### config.mk
export PLATFORM = sky130hd
export DESIGN_NAME = bot_brake_timing
export DESIGN_NICKNAME = d
export VERILOG_FILES = /design/src/rtl/bot_brake_timing.v /design/src/rtl/bot_wait_timer.v
export VERILOG_INCLUDE_DIRS = /design/src /design/src/rtl
export SDC_FILE = /design/constraint.sdc
export NUM_CORES = 1
export LEC_CHECK = 0
export ABC_AREA = 1
export CAP_MARGIN = 20
export CORE_ASPECT_RATIO = 1.25
export CORE_MARGIN = 2
export CORE_UTILIZATION = 58
export CTS_CLUSTER_SIZE = 24
export DETAILED_ROUTE_END_ITERATION = 10
export DONT_BUFFER_PORTS = 1
export HOLD_SLACK_MARGIN = 0.12
export PLACE_DENSITY_LB_ADDON = 0.05
export SLEW_MARGIN = 20
export SYNTH_ARGS = -nofsm -noshare
export SYNTH_HDL_FRONTEND = slang
export SYNTH_HIERARCHICAL = 1
export SYNTH_SLANG_ARGS = --single-unit
export TNS_END_PERCENT = 50
### constraint.sdc
create_clock -name clk_i -period 3.2 [get_ports clk_i]
set_input_delay 0.48 -clock clk_i [delete_from_list [all_inputs] [get_ports clk_i]]
set_output_delay 0.48 -clock clk_i [all_outputs]
set_load 0.1 [all_outputs]
### src/rtl/bot_defines.vh
// constants for the brake output timing block
// assumes a 125 MHz clock and a 32-bit classic wishbone register bus
`ifndef BOT_DEFINES_VH
`define BOT_DEFINES_VH

// clock and time units
`define BOT_CLK_KHZ        125000
`define BOT_TICK_MS        10
`define BOT_TICK_CYCLES    (`BOT_TICK_MS * `BOT_CLK_KHZ)

// register byte offsets
`define BOT_ADR_CTRL       8'h00
`define BOT_ADR_ROT_LVL    8'h04
`define BOT_ADR_LIN_LVL    8'h08
`define BOT_ADR_WAIT       8'h0C
`define BOT_ADR_BK_DLY     8'h10
`define BOT_ADR_RELAY      8'h14
`define BOT_ADR_STATUS     8'h18
`define BOT_ADR_IRQ_STAT   8'h1C
`define BOT_ADR_IRQ_MASK   8'h20
`define BOT_ADR_ALARM      8'h24

// ctrl fields
`define BOT_CTRL_SRV_ON    0
`define BOT_CTRL_LINEAR    1
`define BOT_CTRL_OFF_LO    2
`define BOT_CTRL_OFF_HI    3
`define BOT_CTRL_ALM_LO    4
`define BOT_CTRL_ALM_HI    5
`define BOT_CTRL_RST       32'h0000_0020

// relay selection fields
`define BOT_RLY_NOT_USED   0
`define BOT_RLY_LIFE_EN    1
`define BOT_RLY_APPLY      8

// stopping methods
`define BOT_STOP_DB        2'h0
`define BOT_STOP_COAST     2'h1
`define BOT_STOP_ZERO      2'h2
`define BOT_STOP_DECEL     2'h3

// setting limits and reset values
`define BOT_LVL_MAX        14'h2710
`define BOT_ROT_LVL_RST    14'h0064
`define BOT_LIN_LVL_RST    14'h000A
`define BOT_WAIT_MIN       7'h0A
`define BOT_WAIT_MAX       7'h64
`define BOT_WAIT_RST       7'h32
`define BOT_BK_DLY_MAX     7'h32
`define BOT_BK_DLY_RST     7'h00
`define BOT_REST_LVL       16'h0001

// events and alarm code
`define BOT_IRQ_BITS       4
`define BOT_EV_BRAKE       0
`define BOT_EV_ALARM       1
`define BOT_EV_PWR_LOSS    2
`define BOT_EV_RELAY_LIFE  3
`define BOT_ALM_RELAY_LIFE 12'h232

`endif

### src/rtl/bot_brake_timing.v
// brake release output timing for a servo drive, wishbone slave
// assumes motor speed and status inputs are synchronous to clk_i
//
// The Wishbone register port and the placing of the registers are this design's own decisions.
`include "bot_defines.vh"

// How it works
// - alarm while running starts a stop, then brake output drops by speed or time
// - after power removal, brake applies once speed magnitude is below the level
// - after power removal, brake also applies when the wait time expires first
// - speed level settings take 0 to 10000, rotary default 100, linear 10
// - wait time takes 10 to 100 tens of ms, default 50, immediate
// - with zero-speed alarm stopping, off delay runs only once motor rests
// - speed reference is limited to maximum speed whatever the level setting
// - relay usage digit: 0 uses built-in relays, 1 not; applied on restart
// - second digit enables relay life alarm, reported as code 232h
// - stopping by dynamic brake, coasting, zero clamp or emergency decel
// - after stop: dynamic brake held or coasting; zero clamp holds position only in zero stop and off delay
// - alarms default to zero-speed stopping where that method applies
// - no dynamic brake variant coasts; otherwise power loss dynamic-brakes, but coasts during a zero-speed or decel stop
// - brake release output high releases brake; drops at servo off or alarm
// - during overtravel the brake release output stays high
module bot_brake_timing #(
	parameter TICK_CYCLES = `BOT_TICK_CYCLES,
	parameter HAS_DB      = 1
)(
	// clock and reset
	input  wire        clk_i,
	input  wire        rst_i,
	// wishbone slave
	input  wire        cyc_i,
	input  wire        stb_i,
	input  wire        we_i,
	input  wire [7:0]  adr_i,
	input  wire [3:0]  sel_i,
	input  wire [31:0] dat_i,
	output wire [31:0] dat_o,
	output wire        ack_o,
	// motor and power stage status
	input  wire [15:0] motor_speed_i,
	input  wire [15:0] max_speed_i,
	input  wire [15:0] speed_ref_i,
	input  wire        alarm_i,
	input  wire        zero_stop_ok_i,
	input  wire        main_power_ok_i,
	input  wire        ctrl_power_ok_i,
	input  wire        overtravel_i,
	input  wire        relay_worn_i,
	// brake and power stage drive
	output wire        brake_release_output,
	output wire        relay_drive_o,
	output wire        motor_power_o,
	output wire        dyn_brake_o,
	output wire        zero_clamp_o,
	output wire        decel_o,
	output wire [15:0] speed_ref_o,
	output wire        irq_o
);

	// sequencer states
	localparam ST_STOPPED = 3'h0;
	localparam ST_RUN     = 3'h1;
	localparam ST_ZSTOP   = 3'h2;
	localparam ST_BKDLY   = 3'h3;
	localparam ST_WAIT    = 3'h4;

	// magnitude of a two's complement value
	function [15:0] mag;
		input [15:0] v;
		begin
			mag = v[15] ? (~v + 16'h1) : v;
		end
	endfunction

	// limit a speed level to its setting range
	function [13:0] clamp_lvl;
		input [31:0] v;
		begin
			clamp_lvl = (v > {18'h0, `BOT_LVL_MAX}) ? `BOT_LVL_MAX : v[13:0];
		end
	endfunction

	reg  [31:0] ctrl_r;
	reg  [13:0] rot_lvl_r;
	reg  [13:0] lin_lvl_r;
	reg  [6:0]  wait_r;
	reg  [6:0]  bk_dly_r;
	reg  [1:0]  rly_pend_r;
	reg  [1:0]  rly_act_r;
	reg  [3:0]  irq_stat_r;
	reg  [3:0]  irq_mask_r;
	reg  [11:0] alarm_code_r;
	reg         ack_r;
	reg  [31:0] dat_r;
	reg  [2:0]  state_r;
	reg  [2:0]  state_nxt;
	reg         brake_r;
	reg         power_r;
	reg         db_r;
	reg         zc_r;
	reg         dec_r;
	reg  [15:0] sref_r;
	reg         alarm_d_r;
	reg         pwr_ok_d_r;
	reg         worn_d_r;
	reg         brake_d_r;
	reg         was_alarm_r;
	reg  [1:0]  method_r;
	reg  [31:0] wmask;
	reg  [31:0] wdat;
	reg  [31:0] rdat;
	reg  [3:0]  ev;

	wire        req;
	wire        wr;
	wire        srv_on;
	wire [15:0] spd;
	wire [15:0] lvl;
	wire        below_lvl;
	wire        at_rest;
	wire        pwr_ok;
	wire        stop_req;
	wire        tmr_start;
	wire [6:0]  tmr_units;
	wire        tmr_done;
	wire [15:0] ref_mag;
	wire [15:0] ref_lim;
	wire [31:0] ctrl_w;
	wire [1:0]  off_m;
	wire [1:0]  alm_m;

	assign req    = cyc_i & stb_i;
	assign wr     = req & we_i & ack_r;
	assign srv_on = ctrl_r[`BOT_CTRL_SRV_ON];
	assign off_m  = ctrl_r[`BOT_CTRL_OFF_HI:`BOT_CTRL_OFF_LO];
	assign alm_m  = ctrl_r[`BOT_CTRL_ALM_HI:`BOT_CTRL_ALM_LO];
	assign pwr_ok = main_power_ok_i & ctrl_power_ok_i;
	assign stop_req = ~srv_on | alarm_i | ~pwr_ok;

	// speed level by motor kind, magnitude compare
	assign spd = mag(motor_speed_i);
	assign lvl = ctrl_r[`BOT_CTRL_LINEAR] ? {2'h0, lin_lvl_r}
	                                      : {2'h0, rot_lvl_r};
	assign below_lvl = (spd < lvl);
	assign at_rest   = (spd < `BOT_REST_LVL);

	// byte enables into a write mask
	always @*
	begin
		wmask = {{8{sel_i[3]}}, {8{sel_i[2]}}, {8{sel_i[1]}}, {8{sel_i[0]}}};
		wdat  = dat_i & wmask;
	end

	assign ctrl_w = (ctrl_r & ~wmask) | wdat;

	// register writes take effect on the acking edge
	always @(posedge clk_i)
	begin
		if (rst_i)
		begin
			ctrl_r     <= `BOT_CTRL_RST;
			rot_lvl_r  <= `BOT_ROT_LVL_RST;
			lin_lvl_r  <= `BOT_LIN_LVL_RST;
			wait_r     <= `BOT_WAIT_RST;
			bk_dly_r   <= `BOT_BK_DLY_RST;
			rly_pend_r <= 2'h0;
			rly_act_r  <= 2'h0;
			irq_mask_r <= 4'h0;
		end
		else if (wr)
		begin
			case (adr_i)
			`BOT_ADR_CTRL:    ctrl_r <= ctrl_w;
			`BOT_ADR_ROT_LVL: rot_lvl_r <= clamp_lvl(wdat);
			`BOT_ADR_LIN_LVL: lin_lvl_r <= clamp_lvl(wdat);
			`BOT_ADR_WAIT:
				// high bits first so large values clamp to max
				if (wdat[31:7] != 25'h0 || wdat[6:0] > `BOT_WAIT_MAX)
					wait_r <= `BOT_WAIT_MAX;
				else if (wdat[6:0] < `BOT_WAIT_MIN)
					wait_r <= `BOT_WAIT_MIN;
				else
					wait_r <= wdat[6:0];
			`BOT_ADR_BK_DLY:
				if (wdat[6:0] > `BOT_BK_DLY_MAX || wdat[31:7] != 25'h0)
					bk_dly_r <= `BOT_BK_DLY_MAX;
				else
					bk_dly_r <= wdat[6:0];
			`BOT_ADR_RELAY:
			begin
				rly_pend_r <= wdat[1:0];
				// soft restart copies in the relay digits written in the same cycle
				if (wdat[`BOT_RLY_APPLY])
					rly_act_r <= wdat[1:0];
			end
			`BOT_ADR_IRQ_MASK: irq_mask_r <= wdat[3:0];
			default: ;
			endcase
		end
	end

	// read mux
	always @*
	begin
		case (adr_i)
		`BOT_ADR_CTRL:     rdat = ctrl_r;
		`BOT_ADR_ROT_LVL:  rdat = {18'h0, rot_lvl_r};
		`BOT_ADR_LIN_LVL:  rdat = {18'h0, lin_lvl_r};
		`BOT_ADR_WAIT:     rdat = {25'h0, wait_r};
		`BOT_ADR_BK_DLY:   rdat = {25'h0, bk_dly_r};
		`BOT_ADR_RELAY:    rdat = {22'h0, rly_act_r, 6'h0, rly_pend_r};
		`BOT_ADR_STATUS:   rdat = {22'h0, was_alarm_r, power_r, dec_r, zc_r,
		                           db_r, brake_r, state_r, 1'b0};
		`BOT_ADR_IRQ_STAT: rdat = {28'h0, irq_stat_r};
		`BOT_ADR_IRQ_MASK: rdat = {28'h0, irq_mask_r};
		`BOT_ADR_ALARM:    rdat = {20'h0, alarm_code_r};
		default:           rdat = 32'h0;
		endcase
	end

	// one wait state, ack drops the cycle after it was given
	always @(posedge clk_i)
	begin
		if (rst_i)
		begin
			ack_r <= 1'b0;
			dat_r <= 32'h0;
		end
		else
		begin
			ack_r <= req & ~ack_r;
			dat_r <= rdat;
		end
	end

	assign ack_o = ack_r;
	assign dat_o = dat_r;

	// stopping method in force for the current stop
	always @(posedge clk_i)
	begin
		if (rst_i)
			method_r <= `BOT_STOP_DB;
		else if (state_r == ST_RUN && stop_req)
		begin
			if (~pwr_ok)
				method_r <= `BOT_STOP_DB;
			else if (alarm_i && zero_stop_ok_i)
				method_r <= alm_m;
			else if (alarm_i && alm_m[1])
				method_r <= off_m;
			else
				method_r <= alarm_i ? alm_m : off_m;
		end
	end

	// stop sequencer
	always @*
	begin
		state_nxt = state_r;
		case (state_r)
		ST_STOPPED:
			if (srv_on && !alarm_i && pwr_ok)
				state_nxt = ST_RUN;
		ST_RUN:
			if (stop_req)
			begin
				// zero-speed or decel stop keeps power until rest
				if (pwr_ok && alarm_i && zero_stop_ok_i && alm_m[1])
					state_nxt = ST_ZSTOP;
				else if (pwr_ok && at_rest)
					state_nxt = ST_BKDLY;
				else
					state_nxt = ST_WAIT;
			end
		ST_ZSTOP:
			if (~pwr_ok)
				state_nxt = ST_WAIT;
			else if (at_rest)
				state_nxt = ST_BKDLY;
		ST_BKDLY:
			if (tmr_done || ~pwr_ok)
				state_nxt = ST_STOPPED;
		ST_WAIT:
			if (below_lvl || tmr_done)
				state_nxt = ST_STOPPED;
		default:
			state_nxt = ST_STOPPED;
		endcase
	end

	// timer: off delay in bkdly, wait time from power removal
	assign tmr_start = (state_r != state_nxt) &&
	                   (state_nxt == ST_BKDLY || state_nxt == ST_WAIT);
	assign tmr_units = (state_nxt == ST_BKDLY) ? bk_dly_r : wait_r;

	bot_wait_timer #(
		.TICK_CYCLES (TICK_CYCLES)
	) u_timer (
		.clk_i   (clk_i),
		.rst_i   (rst_i),
		.start_i (tmr_start),
		.stop_i  (state_r == ST_STOPPED),
		.units_i (tmr_units),
		.done_o  (tmr_done)
	);

	// speed reference limit to maximum speed
	assign ref_mag = mag(speed_ref_i);
	assign ref_lim = (ref_mag > max_speed_i) ?
	                 (speed_ref_i[15] ? (~max_speed_i + 16'h1) : max_speed_i)
	                 : speed_ref_i;

	// state, outputs and event detection
	always @(posedge clk_i)
	begin
		if (rst_i)
		begin
			state_r     <= ST_STOPPED;
			brake_r     <= 1'b0;
			power_r     <= 1'b0;
			db_r        <= 1'b0;
			zc_r        <= 1'b0;
			dec_r       <= 1'b0;
			sref_r      <= 16'h0;
			alarm_d_r   <= 1'b0;
			pwr_ok_d_r  <= 1'b0;
			worn_d_r    <= 1'b0;
			brake_d_r   <= 1'b0;
			was_alarm_r <= 1'b0;
		end
		else
		begin
			state_r    <= state_nxt;
			alarm_d_r  <= alarm_i;
			pwr_ok_d_r <= pwr_ok;
			worn_d_r   <= relay_worn_i;
			brake_d_r  <= brake_release_output;
			if (state_r == ST_RUN && stop_req)
				was_alarm_r <= alarm_i;
			// release held in run, zero stop and wait, dropped in off delay and stopped
			brake_r <= (state_nxt == ST_RUN) ||
			           (state_nxt == ST_ZSTOP) ||
			           (state_nxt == ST_WAIT);
			power_r <= (state_nxt == ST_RUN) ||
			           (state_nxt == ST_ZSTOP) ||
			           (state_nxt == ST_BKDLY);
			// dynamic brake only on variants that carry one
			db_r  <= (HAS_DB != 0) && (state_nxt == ST_WAIT ||
			         state_nxt == ST_STOPPED) &&
			         (state_r != ST_STOPPED || db_r) &&
			         (method_r == `BOT_STOP_DB ||
			          (state_r == ST_RUN && ~pwr_ok));
			zc_r  <= (state_nxt == ST_ZSTOP || state_nxt == ST_BKDLY) &&
			         (method_r == `BOT_STOP_ZERO);
			dec_r <= (state_nxt == ST_ZSTOP) &&
			         (method_r == `BOT_STOP_DECEL);
			if (state_nxt == ST_RUN)
				sref_r <= ref_lim;
			else
				sref_r <= 16'h0;
		end
	end

	// events
	always @*
	begin
		ev = 4'h0;
		// falling edge of the release output
		ev[`BOT_EV_BRAKE]   = brake_d_r & ~brake_release_output;
		ev[`BOT_EV_ALARM]   = alarm_i & ~alarm_d_r;
		ev[`BOT_EV_PWR_LOSS] = pwr_ok_d_r & ~pwr_ok;
		ev[`BOT_EV_RELAY_LIFE] = relay_worn_i & ~worn_d_r &
		                       rly_act_r[`BOT_RLY_LIFE_EN];
	end

	// sticky status, write one to clear, set wins
	genvar gi;
	generate
		for (gi = 0; gi < `BOT_IRQ_BITS; gi = gi + 1)
		begin : g_irq
			always @(posedge clk_i)
			begin
				if (rst_i)
					irq_stat_r[gi] <= 1'b0;
				else if (ev[gi])
					irq_stat_r[gi] <= 1'b1;
				else if (wr && adr_i == `BOT_ADR_IRQ_STAT && wdat[gi])
					irq_stat_r[gi] <= 1'b0;
			end
		end
	endgenerate

	// relay life alarm code
	always @(posedge clk_i)
	begin
		if (rst_i)
			alarm_code_r <= 12'h0;
		else if (ev[`BOT_EV_RELAY_LIFE])
			alarm_code_r <= `BOT_ALM_RELAY_LIFE;
	end

	// outputs; overtravel keeps the brake released
	assign brake_release_output = brake_r | overtravel_i;
	assign relay_drive_o = brake_release_output &
	                       ~rly_act_r[`BOT_RLY_NOT_USED];
	assign motor_power_o = power_r;
	assign dyn_brake_o   = db_r;
	assign zero_clamp_o  = zc_r;
	assign decel_o       = dec_r;
	assign speed_ref_o   = sref_r;
	assign irq_o         = |(irq_stat_r & irq_mask_r);

endmodule // bot_brake_timing

### src/rtl/bot_wait_timer.v
// counts a number of 10 ms ticks after a start pulse
// assumes start is a one-cycle pulse and units hold steady while running
`include "bot_defines.vh"

module bot_wait_timer #(
	parameter TICK_CYCLES = `BOT_TICK_CYCLES
)(
	// clock and reset
	input  wire       clk_i,
	input  wire       rst_i,
	// control
	input  wire       start_i,
	input  wire       stop_i,
	input  wire [6:0] units_i,
	// result
	output wire       done_o
);

	reg  [20:0] tick_r;
	reg  [6:0]  unit_r;
	reg         run_r;
	reg         done_r;

	// prescaler plus unit counter; zero units finish at once
	always @(posedge clk_i)
	begin
		if (rst_i || stop_i)
		begin
			tick_r <= 21'h0;
			unit_r <= 7'h0;
			run_r  <= 1'b0;
			done_r <= 1'b0;
		end
		else if (start_i)
		begin
			tick_r <= 21'h0;
			unit_r <= 7'h0;
			run_r  <= (units_i != 7'h0);
			done_r <= (units_i == 7'h0);
		end
		else if (run_r)
		begin
			if (tick_r == TICK_CYCLES[20:0] - 21'h1)
			begin
				tick_r <= 21'h0;
				unit_r <= unit_r + 7'h1;
				if (unit_r + 7'h1 >= units_i)
				begin
					run_r  <= 1'b0;
					done_r <= 1'b1;
				end
			end
			else
				tick_r <= tick_r + 21'h1;
		end
	end

	assign done_o = done_r;

endmodule // bot_wait_timer

==> results.ini, run 1 <==
[drt]
routedWlPerCell_um = 15.8
remaining_drc_errors = 0
totalWireLength_um = 28200
via_per_inst = 5.55
drtIter0Drc = 692
ant_nets = 0
drt_first_pass_iters = 6
vias = 9926

[cells_and_area]
synthToLayoutAreaGrowth_pct = 11.4
insertedDiodeCount = 0
final_common_cell = nand2_1
nets = 1691
layout_common_cells = 278 x nand2_1, 215 x inv_1, 180 x dfxtp_1
drive_gt1_frac = 0.131

[hold_path]
hold_class = input pin to register
hold_end = dat_o[3]
min_from = rst_i
holdPathStages = 1

[setup_path]
critical-path-slowest-cell = dfxtp_1
startpoint_type = register
ff2ff_path_depth = 19
r2r-start = state_r[0]
r2r_end = u_timer/run_r
end_kind = register
r2r_setup_slack_ns = 0.27
crit_fanout = 15
critPathArrivalTime_ns = 3.30
path_class = register to register
critPathMaxStageDelay_ns = 0.38
critical_path.cell_chain = inv_1 > nor3_4 > inv_1 > nor2_1 > inv_1 > nor2_1 > a21oi_4 > inv_2 > nand2_4 > o21ai_1 > inv_1 > ha_1 > nand2_1 > a21oi_1 > nor2_1 > nand2_1 > nand2_1 > nand2_1 > a21oi_1
required_ns = 3.57

[timing]
max_freq_ghz = 0.341
period_share = 0.915
fin_skew_ns = 0.0101
relSlewSlack = 0.316
finalMaxSlewViolations = 0
worst_slack_ns = 0.271
max_slew.worst_pin.slew_ns = 1.02
whs_ns = 0.145
finalSetupViolations = 0
period_needed_ns = 2.93
hold_viol_final = 0

[job]
max_cap_violations = 0

[global_routing]
grt_pass1_wl_um = 45000
grt_util_met2 = 0.491
grt_max_degree = 38
busiest_layer = met2
antenna_found_initial = 0
first_global_vias = 9281
use_met3 = 0.0598
track_usage = 0.290
grt_util_met1 = 0.361
overflow = 0

[power_and_ir_drop]
p_int_uw = 3500
switchingPower_uw = 1330
ir_drop_mv = 0.574
clkPwrFrac = 0.437
seqPwrFrac = 0.468
p_per_area_mw_per_mm2 = 413
p_leak_uw = 0.00500
p_comb_frac = 0.095
p_sw_frac = 0.275

[logic_synthesis]
synth.top_cell.area_share = 0.345
synth_area_mm2 = 0.0105
yosysTopAreaCell = dfxtp_1
synthArstFlopShare = 0
avgSynthCellArea_um2 = 6.96
synth-seq-area-share = 0.345
synth_edf_count = 0
syn_inst = 1507
ys_ff_latch = 181
synth_area_leaders = dfxtp_1 35%, nand2_1 10%, inv_1 7.7%, o21ai_0 5.8%, nor2_1 5.4%
synth-main-ff-cell = dfxtp_1
yosys_warnings = 6
ys_types = 58
syn_nets = 1651

[clock_tree]
clock_path_buffers = 2
clk_pin_slew_ns = 0.07
cts_max_level = 4
clock_latency_ns = 0.44
postCtsSetupBuffers = 0
cts_sinks = 181
cts_buffers = 17
root_buffer = clkbuf_16
cts_tree = yes

[die]
initial_core_util = 0.586
io_pins = 159
placementRows = 55
dieArea_mm2 = 0.0192
die_h_um = 154
die_w_um = 124
core-area_mm2 = 0.0179

[placed_design]
port_buffers = 0
post-dp-hpwl_um = 21500
gp_congestion = 0.923
place_ws_ns = -0.250

[outcome]
status = completed

-- routing by layer --
layer,wire length [um],part of all wire
met5,0,0
met4,904,0.032
met3,1870,0.066
met2,13500,0.48
met1,12000,0.42
-- final cells by class --
class	instances	area [um^2]
Fill cell	1701	6200
Multi-Input combinational cell	1048	5810
Sequential cell	181	3630
Inverter	238	893
Timing Repair Buffer	61	473
Clock buffer	17	425
Tap cell	228	285
Clock inverter	15	175
-- cell usage after synthesis, drive strengths merged (3+ instances only) --
cell and number:
o221ai 9, clkinv 4, nor2 187, nand4 21
o211ai 7, o31ai 5, or2 3, nand2 303
o22ai 12, dfxtp 181, nor4 3, and3 4
a221oi 8, nor3 50, clkbuf 23, nand3 81
buf 17, o21ai 139, xor2 31, a21o 3
mux2i 3, ha 41, a211oi 4, xnor2 8
a31oi 7, inv 234, a21oi 104
-- logic make-up after synthesis --
family | Yosys count | synth area share
AOI/OAI and AO/OA | 310 | 0.168
and+or+nand+nor | 655 | 0.298
DFF | 181 | 0.345
xor gates and xnor gates | 39 | 0.0326
adders and majority gates | 41 | 0.0489
muxes | 3 | 0.00286
buffers and inverters | 278 | 0.104
-- worst max-delay path, delay by kind of cell, from the launching register on --
family                     cells  cell delay [ns]
adders and majority gates      1             0.32
and+or+nand+nor                9             1.07
buffers and inverters          5             0.55
AOI/OAI and AO/OA              4             0.54
DFF                            1             0.38
-- timing repair --
| item | in CTS | in global routing |
|---|---|---|
| endpoints found under the setup margin | 0 | 43 |
| gates resized for setup | 0 | 8 |
| endpoints found under the hold margin | 35 | 0 |
| hold buffers | 2 | 0 |
-- power by group through the flow --
stage / logic (uW) / registers (uW) / clock network (uW)
6_report: 458 / 2260 / 2110
5_1_grt: 516 / 2260 / 2220
4_1_cts: 458 / 2260 / 2140
3_5_place_dp: 442 / 2310 / 0
3_3_place_gp: 435 / 2310 / 0
2_1_floorplan: 332 / 2320 / 0
-- metrics by stage --
step / power, uW / setup TNS (ns) / utilization / cells / instance area (um^2)
after floorplan: 2650 / -0.336 / - / 1507 / 10500
after global placement: 2750 / -2.80 / 0.617 / 1754 / 11000
after detailed placement: 2750 / -4.52 / 0.617 / 1754 / 11000
after CTS: 4850 / 0 / 0.652 / 1788 / 11700
after global routing: 5000 / -0.000802 / 0.653 / 1788 / 11700
final: 4820 / 0 / 0.653 / 1788 / 11700
-- worst max path at each step --
stage	slack, ns	cells after the start	endpoint	start
2_1_floorplan	-0.08	20	speed_ref_o[10]	speed_ref_i[0]
3_3_place_gp	-0.22	22	speed_ref_o[4]	speed_ref_i[0]
3_5_place_dp	-0.25	22	speed_ref_o[7]	speed_ref_i[0]
4_1_cts	0.03	17	u_timer/tick_r[9]	register
5_1_grt	-0.0008	23	speed_ref_o[7]	speed_ref_i[0]
6_report	0.27	19	u_timer/run_r	state_r[0]
No activity file was read; power rests on OpenSTA's default activity.
==> run 2, diff against run 1 <==
--- a/config.mk
+++ b/config.mk
@@ -14,8 +14,10 @@
 export CTS_CLUSTER_SIZE = 24
 export DETAILED_ROUTE_END_ITERATION = 10
 export DONT_BUFFER_PORTS = 1
+export GPL_TIMING_DRIVEN = 0
 export HOLD_SLACK_MARGIN = 0.12
 export PLACE_DENSITY_LB_ADDON = 0.05
+export REMOVE_ABC_BUFFERS = 1
 export SLEW_MARGIN = 20
 export SYNTH_ARGS = -nofsm -noshare
 export SYNTH_HDL_FRONTEND = slang
==> results.ini, run 2 (same netlist as run 1, synthesis figures left out) <==
[global_routing]
grt_pass1_wl_um = 44600
grt_util_met1 = 0.369
track_usage = 0.284
overflow = 0
grt_util_met2 = 0.468
use_met3 = 0.0761
first_global_vias = 9214
antenna_found_initial = 0
grt_max_degree = 49
busiest_layer = met2

[power_and_ir_drop]
p_per_area_mw_per_mm2 = 417
p_sw_frac = 0.278
clkPwrFrac = 0.436
seqPwrFrac = 0.469
p_comb_frac = 0.094
p_leak_uw = 0.00481
power_uw = 4820
p_int_uw = 3480
switchingPower_uw = 1340
ir_drop_mv = 0.424

[setup_path]
critical-path-slowest-cell = ha_1
end_kind = register
startpoint_type = input pin
critical_path.cell_chain = nor3_4 > nor3b_2 > inv_1 > nor3_2 > nand2_1 > nor2_2 > nor2_1 > xor2_1 > ha_1 > a21oi_2 > nor2_2 > a211oi_2 > o21ai_1 > nor3_2 > nand2_1 > nand2_4 > clkinvlp_4 > buf_4 > o21ai_2 > nor2_4
critPathArrivalTime_ns = 3.37
path_buf_inv = 3
required_ns = 3.52
critPathLaunch = speed_ref_i[2]
r2r_setup_slack_ns = 0.30
r2r_end = u_timer/done_o
critPathMaxStageDelay_ns = 0.31
path_class = input pin to register
cp-endpoint = speed_ref_o[9]
ff2ff_path_depth = 18
cp_num_cells = 20
r2r-start = state_r[0]
cp_top_family = simple AND/OR/NAND/NOR gates
crit_fanout = 8

[timing]
fin_skew_ns = 0.0107
finalSetupViolations = 0
period_share = 0.953
rsz0062_at_grt = true
max_freq_ghz = 0.328
hold_viol_final = 0
relSlewSlack = 0.258
period_needed_ns = 3.05
setup_tns_ns = 0
finalMaxSlewViolations = 0
max_slew.worst_pin.slew_ns = 1.11

[cells_and_area]
drive_gt1_frac = 0.124
layout_common_cells = 275 x nand2_1, 214 x inv_1, 180 x dfxtp_1
seq_area_mm2 = 0.00363
final_common_cell = nand2_1
insertedDiodeCount = 0
multi_input_area_mm2 = 0.00594
nets = 1654
synthToLayoutAreaGrowth_pct = 10.2
fin_cells = 1751
n_fill_cell = 1711

[placed_design]
dp_cells = 1696
post-dp-hpwl_um = 20300
gp_congestion = 0.884
port_buffers = 0

[die]
io_pins = 159
initial_core_util = 0.586
die_w_um = 124
core-area_mm2 = 0.0179
dieArea_mm2 = 0.0192
placementRows = 55
die_h_um = 154

[clock_tree]
clk_pin_slew_ns = 0.08
cts_max_level = 4
clock_path_buffers = 2
cts_buffers = 17
cts_sinks = 181
cts_tree = yes
clock_latency_ns = 0.44
root_buffer = clkbuf_16

[job]
max_cap_violations = 0

[drt]
vias = 9694
remaining_drc_errors = 0
drtIter0Drc = 635
ant_nets = 0
routedWlPerCell_um = 15.9
totalWireLength_um = 27800
via_per_inst = 5.54
drt_first_pass_iters = 5

[hold_path]
hold_class = input pin to register

[outcome]
status = completed

## run 2: cell count changes in the layout (fill, tap and decap cells not counted), moves of 4 or more
cell	previous run	this run
o21ai_2	4	8
buf_4	59	18
o21ai_0	121	108
nor2_1	148	144
inv_8	7	2
o21ai_1	14	23
## run 2: metrics by stage
stage,utilization,worst slack [ns],area [um^2],hold WS [ns]
2_1_floorplan,-,-0.239,10300,0.408
3_3_place_gp,0.591,-1.12,10600,0.421
3_5_place_dp,0.594,-1.16,10600,0.424
4_1_cts,0.632,0.00460,11300,0.121
5_1_grt,0.647,-0.0555,11600,0.121
6_report,0.647,0.152,11600,0.147
## run 2: area by class of cell
cell class                 count  area share
sequential                   181       0.314
inverter                     238      0.0778
timing repair buffer          23      0.0178
multi-input combinational   1049       0.513
clock buffer                  17      0.0368
tap                          228      0.0247
clock inverter                15      0.0160
## run 2: worst reg2reg max path, stage by stage, from the launching register on
cell and delay (ns):
dfxtp_1 0.39, inv_1 0.15, nor3_4 0.21, inv_1 0.11, nor2_1 0.16, inv_1 0.12
nor2_2 0.24, a21oi_4 0.14, inv_2 0.11, nand2_8 0.11, o21ai_1 0.20, inv_1 0.09
ha_1 0.28, nand2_1 0.06, a21oi_1 0.13, nor2_1 0.05, nand2_1 0.07, nand3_1 0.09
a21oi_1 0.14
## run 2: worst min path at each step
stage / endpoint / from / cells after the start / slack (ns)
finish: ack_o / stb_i / 2 / 0.15
detailed placement: irq_stat_r[1] / alarm_d_r / 1 / 0.42
global placement: irq_stat_r[1] / alarm_d_r / 1 / 0.42
floorplan: irq_stat_r[1] / alarm_d_r / 1 / 0.41
global route: dat_o[4] / rst_i / 1 / 0.12
CTS: dat_o[0] / rst_i / 1 / 0.12
## run 2: layer usage
layer  wire, um  vias to the layer above  share of wire
li1           -                     4942              -
met1      12100                     4402           0.43
met2      12900                      309           0.47
met3       2180                       41          0.079
met4        569                        0          0.020
met5          0                        -              0
## run 2: power by group through the flow
stage / clock (uW) / combinational (uW) / sequential [uW]
floorplan: 0 / 306 / 2320
global placement: 0 / 376 / 2320
detailed placement: 0 / 385 / 2320
CTS: 2130 / 409 / 2260
global route: 2220 / 512 / 2260
finish: 2100 / 455 / 2260
## run 2: timing repair
| action | CTS | global route |
|---|---|---|
| cloned | 0 | 1 |
| pin swaps | 0 | 18 |
| endpoints found under the hold margin | 31 | 2 |
| endpoints found under the setup margin | 44 | 61 |
| setup buffers | 2 | 17 |
| hold buffers | 2 | 1 |
| gates resized for setup | 14 | 37 |
==> run 3, diff against run 2 <==
--- a/config.mk
+++ b/config.mk
@@ -6,18 +6,16 @@
 export SDC_FILE = /design/constraint.sdc
 export NUM_CORES = 1
 export LEC_CHECK = 0
-export ABC_AREA = 1
 export CAP_MARGIN = 20
 export CORE_ASPECT_RATIO = 1.25
 export CORE_MARGIN = 2
-export CORE_UTILIZATION = 58
+export CORE_UTILIZATION = 45
 export CTS_CLUSTER_SIZE = 24
 export DETAILED_ROUTE_END_ITERATION = 10
 export DONT_BUFFER_PORTS = 1
 export GPL_TIMING_DRIVEN = 0
 export HOLD_SLACK_MARGIN = 0.12
 export PLACE_DENSITY_LB_ADDON = 0.05
-export REMOVE_ABC_BUFFERS = 1
 export SLEW_MARGIN = 20
 export SYNTH_ARGS = -nofsm -noshare
 export SYNTH_HDL_FRONTEND = slang
==> results.ini, run 3 <==
[outcome]
status = finished with violations
violations = negative setup slack

[cells_and_area]
final_area_mm2 = 0.0113
final_common_cell = dfxtp_1
fin_cells = 1515
nets = 1367
drive_gt1_frac = 0.121
layout_common_cells = 179 x dfxtp_1, 131 x nand2_1, 114 x nor2_1
synthToLayoutAreaGrowth_pct = 16.0
final_util = 0.529
insertedDiodeCount = 0

[timing]
hold_viol_final = 0
whs_ns = 0.166
period_share = 1.28
max_freq_ghz = 0.245
max_slew.worst_pin.slew_ns = 1.07
period_needed_ns = 4.08
relSlewSlack = 0.283
worst_slack_ns = -0.881
rsz0062_at_grt = true
fin_skew_ns = 0.0130
finalMaxSlewViolations = 0
finalSetupViolations = 49

[die]
io_pins = 159
dieArea_mm2 = 0.0229
placementRows = 60
die_w_um = 136
die_h_um = 169
initial_core_util = 0.455
core-area_mm2 = 0.0214

[logic_synthesis]
synth_edf_count = 0
synth-main-ff-cell = dfxtp_1
yosys_warnings = 6
synthArstFlopShare = 0
synth-seq-area-share = 0.372
synthMostInstantiatedCell = dfxtp_1
synth_area_mm2 = 0.00974
synth_area_leaders = dfxtp_1 37%, ha_1 5.3%, nand2_1 5.0%, nor2_1 4.9%, a21oi_1 4.6%
syn_inst = 1182
yosysTopAreaCell = dfxtp_1
synth.top_cell.area_share = 0.372
ys_top_cells_by_count = 181 x dfxtp_1, 131 x nand2_1, 128 x nor2_1
ys_ff_latch = 181
avgSynthCellArea_um2 = 8.24
syn_nets = 1326
ys_types = 77

[power_and_ir_drop]
p_leak_uw = 0.00380
ir_drop_mv = 0.358
p_per_area_mw_per_mm2 = 428

[setup_path]
critical-path-slowest-cell = or4b_4
r2r-start = state_r[1]
critPathMaxStageDelay_ns = 0.50
path_buf_inv = 1
crit_path_frequent_cell = ha_4
end_kind = register
startpoint_type = input pin
critPathLaunch = motor_speed_i[0]
critical_path.cell_chain = inv_6 > ha_4 > or4b_4 > o31ai_4 > xnor2_2 > or4_1 > or4_4 > o41ai_4 > nand2_4 > mux2_4 > ha_4 > nand2b_4 > a31oi_4 > o21ai_2 > nand2b_1 > a32o_1
cp_top_family = simple AND/OR/NAND/NOR gates
path_class = input pin to register
required_ns = 3.54
critPathArrivalTime_ns = 4.42
crit_fanout = 7

[drt]
routedWlPerCell_um = 20.2
ant_nets = 0
remaining_drc_errors = 0
drtIter0Drc = 463
via_per_inst = 5.81
totalWireLength_um = 30600
vias = 8799
drt_first_pass_iters = 7

[placed_design]
gp_congestion = 0.878
place_area_mm2 = 0.0102
post-dp-hpwl_um = 23200
port_buffers = 0
place_ws_ns = -1.54
dp_cells = 1461

[clock_tree]
cts_max_level = 4
cts_buffers = 17
clock_latency_ns = 0.44
clock_path_buffers = 2
cts_tree = yes
root_buffer = clkbuf_16
clk_pin_slew_ns = 0.08
cts_sinks = 181

[global_routing]
grt_pass1_wl_um = 47100
track_usage = 0.266
overflow = 0
grt_max_degree = 22
first_global_vias = 8526
antenna_found_initial = 0

[hold_path]
min_from = relay_worn_i
hold_class = input pin to register

[job]
max_cap_violations = 0

==> run 3: what timing repair did <==
item / CTS / global route
endpoints found under the hold margin: 2 / 0
pin swaps: 23 / 4
cloned: 2 / 0
setup endpoints to repair: 90 / 60
hold buffers: 1 / 0
gates resized for setup: 48 / 23
buffers inserted: 19 / 1
==> run 3: cells by family (layout without fill, tap and decap cells) <==
kind of cell,count (synthesis),after routing,share of synthesized area
xor gates and xnor gates,66,66,0.0593
muxes,30,30,0.0347
buffers and inverters,92,146,0.0389
DFF,181,181,0.372
adders and majority gates,41,41,0.0526
and+or+nand+nor,511,511,0.258
AOI/OAI and AO/OA,261,261,0.184
==> run 3: per-layer routing <==
layer,global-route usage,vias up,wire (um),part of all wire
met5,0,-,0,0
met3,0.0668,43,1820,0.059
met4,0.0856,0,647,0.021
met1,0.310,4166,12200,0.40
met2,0.473,242,15900,0.52
li1,-,4348,-,-
==> run 3: area by class of cell <==
class                   instances  area (um^2)
fillers                      2121        10100
multi-input cells             909         6010
flip-flops and latches        181         3630
clock buffers                  17          425
well taps                     279          349
plain buffers                  57          289
repair buffers                 23          250
clock inverters                15          195
inverters                      34          161
==> run 3: path summary, 6_finish.rpt <==
kind,cells past startpoint,to,slack [ns]
setup / recovery,16,u_timer/run_r,-0.88
hold reg to reg,2,register,0.45
hold / removal,1,worn_d_r,0.17
setup reg to reg,15,u_timer/run_r,-0.50
==> run 3: metrics by stage <==
stage,setup TNS (ns),total power (uW)
floorplan,-27.99,2620
global placement,-57.78,2710
detailed placement,-56.14,2710
CTS,-17.02,4870
global route,-22.18,5020
finish,-17.52,4840
==> run 3: report_power, final <==
group	total [uW]	internal, uW	switching, uW
clock network	2160	1070	1080
registers	2260	2260	6.92
logic	416	164	252
total	4840	3490	1340
==> run 3: worst reg2reg max path, stage by stage (launching register included) <==
cell	delay [ns]
dfxtp_1	0.31
clkbuf_1	0.45
nor3b_1	0.16
o21ai_1	0.33
inv_1	0.15
o21bai_1	0.34
o21a_1	0.22
o41ai_4	0.12
nand2_4	0.19
mux2_4	0.35
ha_4	0.26
nand2b_4	0.12
a31oi_4	0.09
o21ai_2	0.18
nand2b_1	0.09
a32o_1	0.24
